`config.mk`:
```
export PLATFORM = sky130hd
export DESIGN_NAME = afc_ctrl
export DESIGN_NICKNAME = d
export VERILOG_FILES = /design/src/afc_pkg.sv /design/src/afc_ctrl.sv
export SDC_FILE = /design/constraint.sdc
export NUM_CORES = 1
export LEC_CHECK = 0
export BUFFER_PORTS_ARGS = -buffer_cell sky130_fd_sc_hd__buf_2
export CAP_MARGIN = 20
export CORE_ASPECT_RATIO = 1.2
export CORE_UTILIZATION = 45
export CTS_BUF_LIST = sky130_fd_sc_hd__clkbuf_4
export DETAILED_ROUTE_END_ITERATION = 8
export PLACE_DENSITY = 0.71
export SKIP_LAST_GASP = 1
export SYNTH_ARGS = -nofsm -noshare
export SYNTH_HDL_FRONTEND = slang
export SYNTH_SLANG_ARGS = --single-unit
```
`constraint.sdc`:
```
create_clock -name pclk -period 3.7 [get_ports pclk]
set_input_delay 0.74 -clock pclk [delete_from_list [all_inputs] [get_ports pclk]]
set_output_delay 0.74 -clock pclk [all_outputs]
set_load 0.02 [all_outputs]
```
`src/afc_pkg.sv`:
```
`default_nettype none
package afc_pkg;
   localparam int unsigned DATA_W      = 9;
   localparam int unsigned ADDR_W      = 12;
   // APB register byte offsets
   localparam logic [11:0] OFF_CTRL    = 12'h000;
   localparam logic [11:0] OFF_WDATA   = 12'h004;
   localparam logic [11:0] OFF_RDATA   = 12'h008;
   localparam logic [11:0] OFF_STATUS  = 12'h00C;
   // CTRL command bits (write one to start)
   localparam int unsigned CMD_WRITE   = 0;
   localparam int unsigned CMD_READ    = 1;
   localparam int unsigned CMD_REPLAY  = 2;
   localparam int unsigned CMD_RESET   = 3;
   // STATUS bit positions
   localparam int unsigned ST_BUSY     = 0;
   localparam int unsigned ST_EMPTY_N  = 1;
   localparam int unsigned ST_FULL_N   = 2;
   localparam int unsigned ST_HALF_N   = 3;
   localparam int unsigned ST_RVALID   = 4;
   localparam int unsigned ST_DROPPED  = 5;
   // Pin timing, ns, slowest speed grade
   localparam int unsigned CLK_NS      = 8;
   localparam int unsigned T_PULSE_NS  = 20;
   localparam int unsigned T_RECOV_NS  = 10;
   localparam int unsigned T_ACCESS_NS = 20;
   localparam int unsigned T_FLAG_NS   = 20;
   localparam int unsigned T_SETUP_NS  = 12;
   // Least times round up
   localparam logic [3:0] N_PULSE  =
      4'((T_PULSE_NS + CLK_NS - 1) / CLK_NS);
   localparam logic [3:0] N_RECOV  =
      4'((T_RECOV_NS + CLK_NS - 1) / CLK_NS);
   localparam logic [3:0] N_ACCESS =
      4'((T_ACCESS_NS + CLK_NS - 1) / CLK_NS);
   localparam logic [3:0] N_FLAG   =
      4'((T_FLAG_NS + CLK_NS - 1) / CLK_NS);
   localparam logic [3:0] N_SETUP  =
      4'((T_SETUP_NS + CLK_NS - 1) / CLK_NS);

   typedef enum {
      S_IDLE,
      S_SETUP,
      S_PULSE,
      S_RECOV
   } afc_state_t;

   typedef struct packed {
      logic              put_strobe_n;
      logic              get_pulse_n;
      logic              clear_all_n;
      logic              replay_n;
      logic [DATA_W-1:0] push_word;
   } afc_pins_t;

   typedef struct packed {
      afc_state_t        st;
      logic [3:0]        cmd;
      logic [3:0]        cnt;
      afc_pins_t         pins;
      logic [DATA_W-1:0] wdata;
      logic [DATA_W-1:0] rdata;
      logic              rvalid;
      logic              dropped;
      logic [2:0]        flag_s1;
      logic [2:0]        flag_s2;
      logic [DATA_W-1:0] pop_s1;
      logic [DATA_W-1:0] pop_s2;
      logic              pready;
      logic [31:0]       prdata;
   } afc_regs_t;
endpackage : afc_pkg
`default_nettype wire

```
`src/afc_ctrl.sv`:
```
// Local design decisions: the placing of the registers and the APB interface to the registers.
`default_nettype none
module afc_ctrl
   import afc_pkg::*;
(
   // Clock and reset
   input  wire logic              pclk,
   input  wire logic              presetn,
   // APB slave
   input  wire logic              psel,
   input  wire logic              penable,
   input  wire logic              pwrite,
   input  wire logic [ADDR_W-1:0] paddr,
   input  wire logic [31:0]       pwdata,
   output logic                   pready,
   output logic [31:0]            prdata,
   output logic                   pslverr,
   // Buffer device pins
   output logic                   put_strobe_n,
   output logic                   get_pulse_n,
   output logic                   clear_all_n,
   output logic                   replay_n,
   output logic [DATA_W-1:0]      push_word,
   input  wire logic [DATA_W-1:0] pop_word,
   input  wire logic              no_data_flag,
   input  wire logic              no_room_flag,
   input  wire logic              half_level_flag
);
   afc_regs_t r_q;
   afc_regs_t r_d;

   function automatic logic [31:0] status_word(afc_regs_t r);
      logic [31:0] w;
      w = 32'h0000_0000;
      w[ST_BUSY]    = (r.st != S_IDLE);
      w[ST_EMPTY_N] = r.flag_s2[0];
      w[ST_FULL_N]  = r.flag_s2[1];
      w[ST_HALF_N]  = r.flag_s2[2];
      w[ST_RVALID]  = r.rvalid;
      w[ST_DROPPED] = r.dropped;
      return w;
   endfunction : status_word

   logic acc;
   assign acc = psel & penable & ~r_q.pready;

   // Writes and read side effects land only on the completing edge
   logic done;
   assign done = psel & penable & r_q.pready;

   always_comb
   begin
      r_d = r_q;
      r_d.pready  = acc;
      r_d.flag_s1 = {half_level_flag, no_room_flag, no_data_flag};
      r_d.flag_s2 = r_q.flag_s1;
      r_d.pop_s1  = pop_word;
      r_d.pop_s2  = r_q.pop_s1;
      if (acc && !pwrite)
      begin
         unique case (paddr)
            OFF_CTRL:   r_d.prdata = {28'h000_0000, r_q.cmd};
            OFF_WDATA:  r_d.prdata = {23'h00_0000, r_q.wdata};
            OFF_RDATA:  r_d.prdata = {23'h00_0000, r_q.rdata};
            OFF_STATUS: r_d.prdata = status_word(r_q);
            default:    r_d.prdata = 32'h0000_0000;
         endcase
      end
      if (done && !pwrite && paddr == OFF_RDATA)
         r_d.rvalid = 1'b0;
      if (done && pwrite && paddr == OFF_WDATA)
         r_d.wdata = pwdata[DATA_W-1:0];
      if (done && pwrite && paddr == OFF_STATUS && pwdata[ST_DROPPED])
         r_d.dropped = 1'b0;
      unique case (r_q.st)
         S_IDLE:
         begin
            if (done && pwrite && paddr == OFF_CTRL && pwdata[3:0] != 4'h0)
            begin
               r_d.cmd  = pwdata[3:0];
               r_d.st   = S_SETUP;
               r_d.cnt  = N_SETUP;
               // Strobes already high from idle
               r_d.pins.push_word = r_q.wdata;
            end
         end
         S_SETUP:
         begin
            if (r_q.cnt > 4'h1)
               r_d.cnt = r_q.cnt - 4'h1;
            else
            begin
               r_d.st  = S_PULSE;
               r_d.cnt = N_PULSE;
               if (r_q.cmd[CMD_RESET])
                  r_d.pins.clear_all_n = 1'b0;
               else if (r_q.cmd[CMD_REPLAY])
                  r_d.pins.replay_n = 1'b0;
               else if (r_q.cmd[CMD_WRITE])
               begin
                  // Guard overflow from host side too
                  if (r_q.flag_s2[1])
                     r_d.pins.put_strobe_n = 1'b0;
                  else
                     r_d.dropped = 1'b1;
               end
               else
               begin
                  if (r_q.flag_s2[0])
                  begin
                     r_d.pins.get_pulse_n = 1'b0;
                     r_d.cnt = (N_ACCESS > N_PULSE) ? N_ACCESS : N_PULSE;
                  end
                  else
                     r_d.dropped = 1'b1;
               end
            end
         end
         S_PULSE:
         begin
            if (r_q.cnt > 4'h1)
               r_d.cnt = r_q.cnt - 4'h1;
            else
            begin
               // Sample before release; outputs float after
               if (!r_q.pins.get_pulse_n)
               begin
                  r_d.rdata  = r_q.pop_s2;
                  r_d.rvalid = 1'b1;
               end
               r_d.pins.put_strobe_n = 1'b1;
               r_d.pins.get_pulse_n  = 1'b1;
               r_d.pins.clear_all_n  = 1'b1;
               r_d.pins.replay_n     = 1'b1;
               r_d.st  = S_RECOV;
               // Flags need time to settle through sync
               r_d.cnt = N_RECOV + N_FLAG + 4'h2;
            end
         end
         S_RECOV:
         begin
            if (r_q.cnt > 4'h1)
               r_d.cnt = r_q.cnt - 4'h1;
            else
            begin
               r_d.st  = S_IDLE;
               r_d.cmd = 4'h0;
            end
         end
      endcase
   end

   always_ff @(posedge pclk or negedge presetn)
   begin
      if (!presetn)
      begin
         r_q <= '{st: S_IDLE, cmd: 4'h0, cnt: 4'h0,
                  pins: '{put_strobe_n: 1'b1, get_pulse_n: 1'b1,
                          clear_all_n: 1'b1, replay_n: 1'b1,
                          push_word: 9'h000},
                  wdata: 9'h000, rdata: 9'h000, rvalid: 1'b0,
                  dropped: 1'b0, flag_s1: 3'h0, flag_s2: 3'h0,
                  pop_s1: 9'h000, pop_s2: 9'h000, pready: 1'b0,
                  prdata: 32'h0000_0000};
      end
      else
         r_q <= r_d;
   end

   assign pready       = r_q.pready;
   assign prdata       = r_q.prdata;
   assign pslverr      = 1'b0;
   assign put_strobe_n = r_q.pins.put_strobe_n;
   assign get_pulse_n  = r_q.pins.get_pulse_n;
   assign clear_all_n  = r_q.pins.clear_all_n;
   assign replay_n     = r_q.pins.replay_n;
   assign push_word    = r_q.pins.push_word;
endmodule : afc_ctrl
`default_nettype wire

```
==> metrics, run 1 <==
clock skew after layout 15.8 ps; Max clock buf depth 2; instance count of the mapped netlist 300; number of global-route vias before repair 2192; leakage power summed over all cells 1.84 nW; power density normalized to cell area 582 nW/um^2; number of synthesized register bits 77; total clock sinks 77; count of cells along the worst register-to-register path 6; count of inserted antenna diode cells 0; Critical Path Fanout Max 9; worst ir drop on vdd 0.000230 V; most frequent standard cell in the layout excluding fill and tap cells sky130_fd_sc_hd__dfrtp_1; layout cells sized above 1 0.352; antenna violations before repair 0; start-to-end type of the worst setup path in -> reg; cells taking the most area after synthesis sky130_fd_sc_hd__dfrtp_1 51%, sky130_fd_sc_hd__mux2_2 9.5%, sky130_fd_sc_hd__buf_4 9.0%, sky130_fd_sc_hd__dfstp_2 2.9%, sky130_fd_sc_hd__nand2_1 2.8%; routed len/inst 14.4 um; Logic pwr share 0.316; row cnt 35; final hold slack 363 ps; final setup vio count 0; area growth from synthesis to layout 7.78%; endpoint required time on the critical path 4030 ps; Worst Max-Slew Pin Slew 919 ps; core region area 7660 sq um; Net Switching 0.819 mW; area fraction of the dominant cell type after synthesis 0.512; Die Y 99.6 um; type of the most critical hold path reg -> reg; arrival time of the worst setup path 2670 ps; prevailing post-synth register cell sky130_fd_sc_hd__dfrtp_1; sequential fraction of the synthesis area 0.541; setup TNS 0 ps; final critical-path share of the clock period 0.634; hold-fix buffers at CTS 0; total track usage 0.173; achievable clock frequency 426 MHz; Gates resized, CTS repair 0; sequential fraction of design power 0.473; asr flop ratio synth 1.00; CTS H-Tree Depth 3; final HPWL from detailed placement 4610 um; top cell type by total area after synthesis sky130_fd_sc_hd__dfrtp_1; insertion delay to the later sink of the worst-skew pair 440 ps; number of warnings issued by yosys 0; Worst R2R Start r_q[90]; largest net degree at the start of global routing 78; internal power consumption 1.42 mW; syn_area_per_cell 11.9 sq um; number of pins exceeding their max-slew limit in the final report 0; global-route wire length before repair 11000 um; DRC Markers 0; setup repair after global routing missed its margin false; Post-CTS Setup Bufs 0; TritonCTS clock tree yes; first element of the critical path paddr[11]; reported max-cap violation count 0; hold depth 0; Final ANT Viol Nets 0; capturing point of the worst reg2reg path r_q[59]; number of buffers created by CTS 9; endpoint kind of the worst setup timing path flop; Initial DRT Pass Iterations 4; Total Die Area 8290 sq um; switching power as a share of total power 0.366; Syn Std Cell Area 3570 sq um; drt initial violations 166; via density per instance 5.17; shortest period the worst path allows 2350 ps; overall routed net length 6350 um; result of the run finished, final reports clean; Buffers on Ports 60; commonest cells after routing, fill and taps aside 73 x sky130_fd_sc_hd__dfrtp_1, 59 x sky130_fd_sc_hd__buf_2, 30 x sky130_fd_sc_hd__mux2_2; power share of the clock group 0.211; element type at the critical path start primary input; global route overflow 0; number of failing hold endpoints at the final stage 0; endpoint with the worst hold slack r_q[34]; last weighted congestion value of the routability-driven placer 0.806; clock-pin slew on the worst setup and hold paths 130 ps; initial standard-cell utilization of the core 0.466; vias post-DR 2282; final layout net count 411; number of I/O pins 108; CTS Root Buffer Type sky130_fd_sc_hd__clkbuf_4; R2R setup slack 1460 ps; Layout fillers 703; relative max-transition margin 0.387; number of enable-type register cells in the synthesized netlist 0; width of the die 83.3 um; hold_sp r_d[34]; Yosys cell types 44
-- metrics by stage --
stage                     setup slack, ps  cells  area [sq um]  total power [mW]  utilization
final                                1350    441          3850              2.24        0.502
after global routing                 1320    441          3850              2.41        0.502
after CTS                            1380    441          3850              2.26        0.502
after detailed placement              906    425          3720              1.78        0.485
after global placement                928    425          3720              1.75        0.485
after floorplan                      1320    323          3660              1.61            -
-- sequential cells by signal, summed over array words and instances, names as in the netlist, 9 cells and up --
register and cells:
r_q 42, prdata 9, push_word 9, r_d 12
-- cells by family (layout without fill, tap and decap cells) --
| kind of cell | after synthesis | after routing | synth area share |
|---|---|---|---|
| compound gates | 51 | 51 | 0.0946 |
| xor+xnor | 2 | 2 | 0.00491 |
| fa+ha+maj | 6 | 6 | 0.0210 |
| buf+inv | 57 | 83 | 0.107 |
| flops | 77 | 77 | 0.541 |
| mux | 34 | 34 | 0.120 |
| other cells | 1 | 24 | 0.00105 |
| simple gates | 72 | 72 | 0.110 |
-- worst max-delay path, stage by stage --
cell	delay [ps]
sky130_fd_sc_hd__buf_2	90
sky130_fd_sc_hd__or4_4	570
sky130_fd_sc_hd__nor4_4	390
sky130_fd_sc_hd__and2_1	490
sky130_fd_sc_hd__mux2_2	390
-- how the worst max path moves through the flow --
stage | cells after the start | endpoint | slack [ps]
global placement | 5 | r_q[72] | 930
finish | 5 | r_q[69] | 1350
floorplan | 5 | r_q[68] | 1320
global route | 6 | r_q[62] | 1320
detailed placement | 5 | r_q[71] | 910
CTS | 5 | r_q[71] | 1380
-- layout make-up --
| type | count | area (sq um) | share of cell area |
|---|---|---|---|
| Clock buffer | 9 | 67.6 | 0.0176 |
| Inverter | 7 | 26.3 | 0.00683 |
| Sequential cell | 77 | 1930 | 0.502 |
| Multi-Input combinational cell | 189 | 1340 | 0.349 |
| Timing Repair Buffer | 60 | 303 | 0.0787 |
| Clock inverter | 7 | 62.6 | 0.0163 |
| Tap cell | 92 | 115 | 0.0299 |
-- synthesized netlist by cell type (4+ instances only) --
| master | instances |
|---|---|
| sky130_fd_sc_hd__nor2_1 | 9 |
| sky130_fd_sc_hd__clkbuf_1 | 5 |
| sky130_fd_sc_hd__inv_1 | 7 |
| sky130_fd_sc_hd__buf_4 | 43 |
| sky130_fd_sc_hd__nand2_1 | 27 |
| sky130_fd_sc_hd__o31ai_1 | 4 |
| sky130_fd_sc_hd__dfstp_2 | 4 |
| sky130_fd_sc_hd__o211ai_1 | 11 |
| sky130_fd_sc_hd__a21oi_1 | 8 |
| sky130_fd_sc_hd__o21ai_0 | 13 |
| sky130_fd_sc_hd__ha_1 | 6 |
| sky130_fd_sc_hd__nor2b_1 | 6 |
| sky130_fd_sc_hd__nor3_1 | 4 |
| sky130_fd_sc_hd__mux4_2 | 4 |
| sky130_fd_sc_hd__a211oi_1 | 4 |
| sky130_fd_sc_hd__dfrtp_1 | 73 |
| sky130_fd_sc_hd__mux2_2 | 30 |
-- metal layers --
metal,share of wire,vias up,global-route usage
met5,0,-,0
met4,0.028,0,0.105
met3,0.051,14,0.0357
met2,0.48,80,0.262
met1,0.44,1102,0.231
li1,-,1086,-
-- power by group through the flow --
stage	Sequential (mW)	Combinational [mW]	Clock, mW
2_1_floorplan	1.07	0.538	0
3_3_place_gp	1.07	0.680	0
3_5_place_dp	1.08	0.701	0
4_1_cts	1.06	0.705	0.495
5_1_grt	1.08	0.798	0.528
6_report	1.06	0.708	0.473
(Power assumes the default switching activity.)
==> run 2, diff against run 1 <==
--- a/config.mk
+++ b/config.mk
@@ -11,7 +11,7 @@
 export CORE_UTILIZATION = 45
 export CTS_BUF_LIST = sky130_fd_sc_hd__clkbuf_4
 export DETAILED_ROUTE_END_ITERATION = 8
-export PLACE_DENSITY = 0.71
+export PLACE_DENSITY = 0.74
 export SKIP_LAST_GASP = 1
 export SYNTH_ARGS = -nofsm -noshare
 export SYNTH_HDL_FRONTEND = slang
==> constraint.sdc (replaced) <==
create_clock -name pclk -period 1.9 [get_ports pclk]
set_input_delay 0.38 -clock pclk [delete_from_list [all_inputs] [get_ports pclk]]
set_output_delay 0.38 -clock pclk [all_outputs]
set_load 0.02 [all_outputs]
==> run 2 against run 1 <==
  * Global-route usage about the same
  * Sequential share of layout area shrank 3.4 points
  * Largest power group unchanged
  * Flip-flop and latch count is the same
  * Clock power rose by 120%
  * First-iteration DRC count fell by 3.6%
  * Die area stayed put
  * Wire length rose by 6.8%
  * Combinational power grew 140%
  * Via count rose by 4.8%
  * Critical path depth down 1
  * Utilization rose by 3.7 points
  * Sequential power is 93% higher
==> metrics, run 2 (synthesis gave the netlist of run 1 again) <==
number of standard cells in the layout, taps in and fillers out 469 (+6.3%); result of the run finished, final reports clean; initial standard-cell utilization of the core 0.466 (unchanged); clock-pin slew on the worst setup and hold paths 140 ps (about the same); DRC Markers 0 (unchanged); width of the die 83.3 um (unchanged); core region area 7660 sq um (unchanged); number of buffers created by CTS 9 (unchanged); cells along the critical path nand4_1 > or4_4 > or2_4 > o211ai_1; Final ANT Viol Nets 0 (unchanged); area growth from synthesis to layout 15.8%; element type at the critical path start flop; placed instance count 451 (+6.1%); insertion delay to the later sink of the worst-skew pair 430 ps (about the same); vias post-DR 2391 (+4.8%); row cnt 35 (unchanged); drt initial violations 160 (-3.6%); total track usage 0.173 (about the same); most frequent standard cell in the layout excluding fill and tap cells sky130_fd_sc_hd__dfrtp_1; Max clock buf depth 2 (unchanged); number of I/O pins 108 (unchanged); endpoint required time on the critical path 2250 ps (-1780 ps); number of pins exceeding their max-slew limit in the final report 0 (unchanged); Reg with most FFs r_q; number of global-route vias before repair 2319 (+5.8%); setup repair after global routing missed its margin true; final layout net count 439 (+6.8%); number of failing hold endpoints at the final stage 0 (unchanged); Buffers on Ports 60 (unchanged); final HPWL from detailed placement 5030 um (+9.3%); total clock sinks 77 (unchanged); antenna violations before repair 0 (unchanged); global-route wire length before repair 11100 um (+0.75%); CTS Root Buffer Type sky130_fd_sc_hd__clkbuf_4; last weighted congestion value of the routability-driven placer 0.874 (+8.5%); Critical Path Fanout Max 6 (-3); power density normalized to cell area 1160 nW/um^2 (+99%); endpoint kind of the worst setup timing path flop; final setup vio count 0 (unchanged); worst ir drop on vdd 0.000610 V (+160%); via density per instance 5.10 (-1.5%); achievable clock frequency 549 MHz; flip-flop count of the largest register after layout 42 (unchanged); Die Y 99.6 um (unchanged); routed len/inst 14.5 um (+0.43%); start-to-end type of the worst setup path reg -> reg; area of the multi-input gates 1370 sq um (+2.1%); reported max-cap violation count 0 (unchanged); type of the most critical hold path in -> reg; total power after layout 4.79 mW (+110%); Initial DRT Pass Iterations 4 (unchanged); max incr delay on CP 600 ps (+30 ps); leakage power summed over all cells 2.01 nW (+9.1%); clock skew after layout 21.7 ps (+5.95 ps); layout cells sized above 1 0.411 (+0.0587); global route overflow 0 (unchanged); overall routed net length 6780 um (+6.8%); commonest cells after routing, fill and taps aside 72 x sky130_fd_sc_hd__dfrtp_1, 59 x sky130_fd_sc_hd__buf_2, 30 x sky130_fd_sc_hd__mux2_2; count of inserted antenna diode cells 0 (unchanged); final critical-path share of the clock period 0.959; shortest period the worst path allows 1820 ps; TritonCTS clock tree yes; Total Die Area 8290 sq um (unchanged); Layout fillers 665 (-5.4%); critical-path cell with the highest stage delay sky130_fd_sc_hd__or4_4; CTS H-Tree Depth 3 (unchanged); largest net degree at the start of global routing 36 (-54%); arrival time of the worst setup path 2180 ps (-490 ps); Storage cell area 1930 sq um (about the same)
-- run 2: timing repair --
| item | 4_1_cts | 5_1_grt |
|---|---|---|
| setup buffers | 0 | 1 |
| resized for setup | 1 | 7 |
| hold buffers | 1 | 0 |
| pin swaps | 0 | 1 |
| endpoints found under the hold margin | 31 | 0 |
| setup endpoints to repair | 9 | 15 |
-- run 2: critical path: cells and delay by family, from the launching register on --
kind	cells	cell delay [ps]
and+or+nand+nor	3	1130
DFF	1	440
AOI/OAI and AO/OA	1	180
-- run 2: metal layers --
metal / vias to the layer above / global-route usage / part of all wire
met2: 67 / 0.278 / 0.49
met1: 1165 / 0.214 / 0.42
li1: 1137 / - / -
met5: - / 0 / 0
met4: 0 / 0.114 / 0.045
met3: 22 / 0.0340 / 0.039
-- run 2: per-stage QoR --
step                utilization  hold slack (ps)  worst slack [ps]  setup TNS [ps]  instance area, sq um
finish                    0.539             46.8              77.7               0                  4130
global route              0.539             9.81             -11.6           -21.9                  4130
CTS                       0.534             22.8              25.0               0                  4090
detailed placement        0.512              335              -352           -8940                  3930
global placement          0.512              335              -310           -7390                  3930
floorplan                     -             84.4              -105           -1160                  3660
-- run 2: area by class of cell --
type | count | area share
clock inverters | 7 | 0.0197
repair buffers | 88 | 0.131
multi-input cells | 189 | 0.331
well taps | 92 | 0.0279
clock buffers | 9 | 0.0163
inverters | 7 | 0.00636
flip-flops and latches | 77 | 0.468
-- run 2: where the power goes --
part,internal (mW),total [mW],switching [mW]
clock,0.421,1.03,0.605
combinational,0.802,1.71,0.909
sequential,1.90,2.05,0.155
-- run 2: final timing paths --
path	startpoint	cells after the start	slack (ps)	to
hold / removal	pop_word[8]	1	50	r_d[41]
setup reg to reg	pready	4	80	r_q[94]
hold reg to reg	r_d[36]	0	350	r_q[36]
max in group asynchronous	presetn	3	860	r_d[35]
setup / recovery	pready	4	80	r_q[94]
min in group asynchronous	presetn	2	420	r_q[75]
==> run 3, diff against run 2 <==
--- a/config.mk
+++ b/config.mk
@@ -11,7 +11,7 @@
 export CORE_UTILIZATION = 45
 export CTS_BUF_LIST = sky130_fd_sc_hd__clkbuf_4
 export DETAILED_ROUTE_END_ITERATION = 8
-export PLACE_DENSITY = 0.74
+export PLACE_DENSITY = 0.71
 export SKIP_LAST_GASP = 1
 export SYNTH_ARGS = -nofsm -noshare
 export SYNTH_HDL_FRONTEND = slang
==> constraint.sdc (replaced) <==
create_clock -name pclk -period 2.3 [get_ports pclk]
set_input_delay 0.46 -clock pclk [delete_from_list [all_inputs] [get_ports pclk]]
set_output_delay 0.46 -clock pclk [all_outputs]
set_load 0.02 [all_outputs]
==> run 3 against run 2 <==
  * Critical path depth rose by 3
  * Via count shrank 3.1%
  * Register-to-register slack improved by 300 ps
  * Sequential share of layout area increased by 2.0 points
  * Combinational power shrank 32%
  * First-iteration DRC count shrank 14%
  * Utilization decreased by 2.3 points
  * Largest power group unchanged
==> metrics, run 3 (synthesis gave the netlist of run 1 again) <==
largest net degree at the start of global routing 43 (+19%); via density per instance 5.12 (+0.51%); final layout net count 422 (-3.9%); count of cells along the worst register-to-register path 7 (+3); Final ANT Viol Nets 0 (unchanged); setup repair after global routing missed its margin false; row cnt 35 (unchanged); area growth from synthesis to layout 10.9%; number of buffers created by CTS 9 (unchanged); number of pins exceeding their max-slew limit in the final report 0 (unchanged); Total Die Area 8290 sq um (unchanged); Initial DRT Pass Iterations 5 (+1); reported max-cap violation count 0 (unchanged); number of global-route vias before repair 2198 (-5.2%); layout cells sized above 1 0.369 (-0.0417); Critical Path Fanout Max 10 (+4); Placed Area 3800 sq um (-3.1%); global route overflow 0 (unchanged); element type at the critical path start flop; drt initial violations 138 (-14%); Max clock buf depth 2 (unchanged); capturing point of the worst reg2reg path r_q[59]; total clock sinks 77 (unchanged); CTS H-Tree Depth 3 (unchanged); internal power consumption 2.42 mW (-23%); start-to-end type of the worst setup path reg -> reg; vias post-DR 2316 (-3.1%); result of the run finished, final reports clean; Buffers on Ports 60 (unchanged); Logic pwr share 0.313 (-0.044); switching power as a share of total power 0.344 (-0.00420); DRC Markers 0 (unchanged); achievable clock frequency 519 MHz (-5.4%); final critical-path share of the clock period 0.838 (-0.121); arrival time of the worst setup path 2230 ps (+50 ps); Die Y 99.6 um (unchanged); flip-flop count of the largest register after layout 42 (unchanged); worst path setup slack after routing 373 ps (+295 ps); worst ir drop on vdd 0.000451 V (-26%); endpoint with the worst hold slack r_d[41]; worst slack at placement -6.40 ps (+346 ps); placed instance count 435 (-3.5%); CTS Root Buffer Type sky130_fd_sc_hd__clkbuf_4; total power after layout 3.69 mW (-23%); Post-CTS Setup Bufs 0 (unchanged); core region area 7660 sq um (unchanged); routed len/inst 14.5 um (about the same); total track usage 0.171 (-0.00253); last weighted congestion value of the routability-driven placer 0.861 (-1.4%); final HPWL from detailed placement 4920 um (-2.2%); endpoint required time on the critical path 2600 ps (+350 ps); R2R setup slack 370 ps (+300 ps); global-route wire length before repair 10900 um (-1.9%); Worst R2R Start r_q[90]; number of standard cells in the layout, taps in and fillers out 452 (-3.6%); count of inserted antenna diode cells 0 (unchanged); overall routed net length 6540 um (-3.6%); clock skew after layout 12.2 ps (-9.46 ps); TritonCTS clock tree yes; final instance area 3960 sq um (-4.2%); power share of the clock group 0.223 (+0.009); initial standard-cell utilization of the core 0.466 (unchanged); Gates resized, CTS repair 0 (-1); endpoint kind of the worst setup timing path flop; clock-pin slew on the worst setup and hold paths 130 ps (about the same); sequential fraction of design power 0.464 (+0.035); number of failing hold endpoints at the final stage 0 (unchanged); Reg with most FFs r_q; final core occ 0.517 (-0.0225); final setup vio count 0 (unchanged); leakage power summed over all cells 1.92 nW (-4.4%); width of the die 83.3 um (unchanged); hold_sp pop_word[8]; number of I/O pins 108 (unchanged); insertion delay to the later sink of the worst-skew pair 410 ps (-20 ps); Net Switching 1.27 mW (-24%); most frequent standard cell in the layout excluding fill and tap cells sky130_fd_sc_hd__dfrtp_1; hold-fix buffers at CTS 1 (unchanged); type of the most critical hold path in -> reg; shortest period the worst path allows 1930 ps (+105 ps); power density normalized to cell area 931 nW/um^2 (-20%); commonest cells after routing, fill and taps aside 73 x sky130_fd_sc_hd__dfrtp_1, 59 x sky130_fd_sc_hd__buf_2, 30 x sky130_fd_sc_hd__mux2_2; antenna violations before repair 0 (unchanged); hold depth 1 (unchanged)
[run 3: changes by cell type in the layout (fill, tap and decap cells not counted), sizes merged]
cell / delta
inv: -1
buf: -17
clkbuf: +1
[run 3: area by class of cell]
| cell class | count | area, sq um |
|---|---|---|
| multi-input combinational | 189 | 1340 |
| inverter | 7 | 26.3 |
| clock buffer | 10 | 75.1 |
| timing repair buffer | 71 | 400 |
| fill | 699 | 3700 |
| sequential | 77 | 1930 |
| tap | 92 | 115 |
| clock inverter | 6 | 70.1 |
[run 3: worst max path at each step]
stage	startpoint	endpoint
6_report	r_q[90]	r_q[59]
5_1_grt	r_q[90]	r_q[59]
4_1_cts	r_q[90]	r_q[60]
3_5_place_dp	paddr[11]	r_q[71]
3_3_place_gp	paddr[11]	r_q[90]
2_1_floorplan	paddr[11]	r_q[68]
[run 3: routing by layer]
metal	up-vias	track usage	share of wire
met5	-	0	0
met1	1123	0.224	0.43
met4	0	0.0968	0.026
met3	15	0.0324	0.051
met2	77	0.267	0.49
li1	1101	-	-
[run 3: through the flow]
stage,setup TNS (ps),hold WS [ps]
3_3_place_gp,0,334
2_1_floorplan,0,164
3_5_place_dp,-15.6,335
4_1_cts,0,112
6_report,0,141
5_1_grt,0,102
[run 3: worst max-delay path, stage by stage (launching register included)]
cell	delay (ps)
sky130_fd_sc_hd__dfrtp_1	430
sky130_fd_sc_hd__inv_1	90
sky130_fd_sc_hd__ha_1	240
sky130_fd_sc_hd__or2_2	340
sky130_fd_sc_hd__nand2_1	200
sky130_fd_sc_hd__nor3_2	50
sky130_fd_sc_hd__buf_4	180
sky130_fd_sc_hd__mux2_2	280
[run 3: power by group through the flow]
stage          clock network (mW)  logic [mW]  registers [mW]
6_report                    0.821        1.16            1.71
4_1_cts                     0.853        1.17            1.71
2_1_floorplan                   0       0.866            1.72
3_3_place_gp                    0        1.12            1.72
3_5_place_dp                    0        1.15            1.73
5_1_grt                     0.913        1.31            1.73
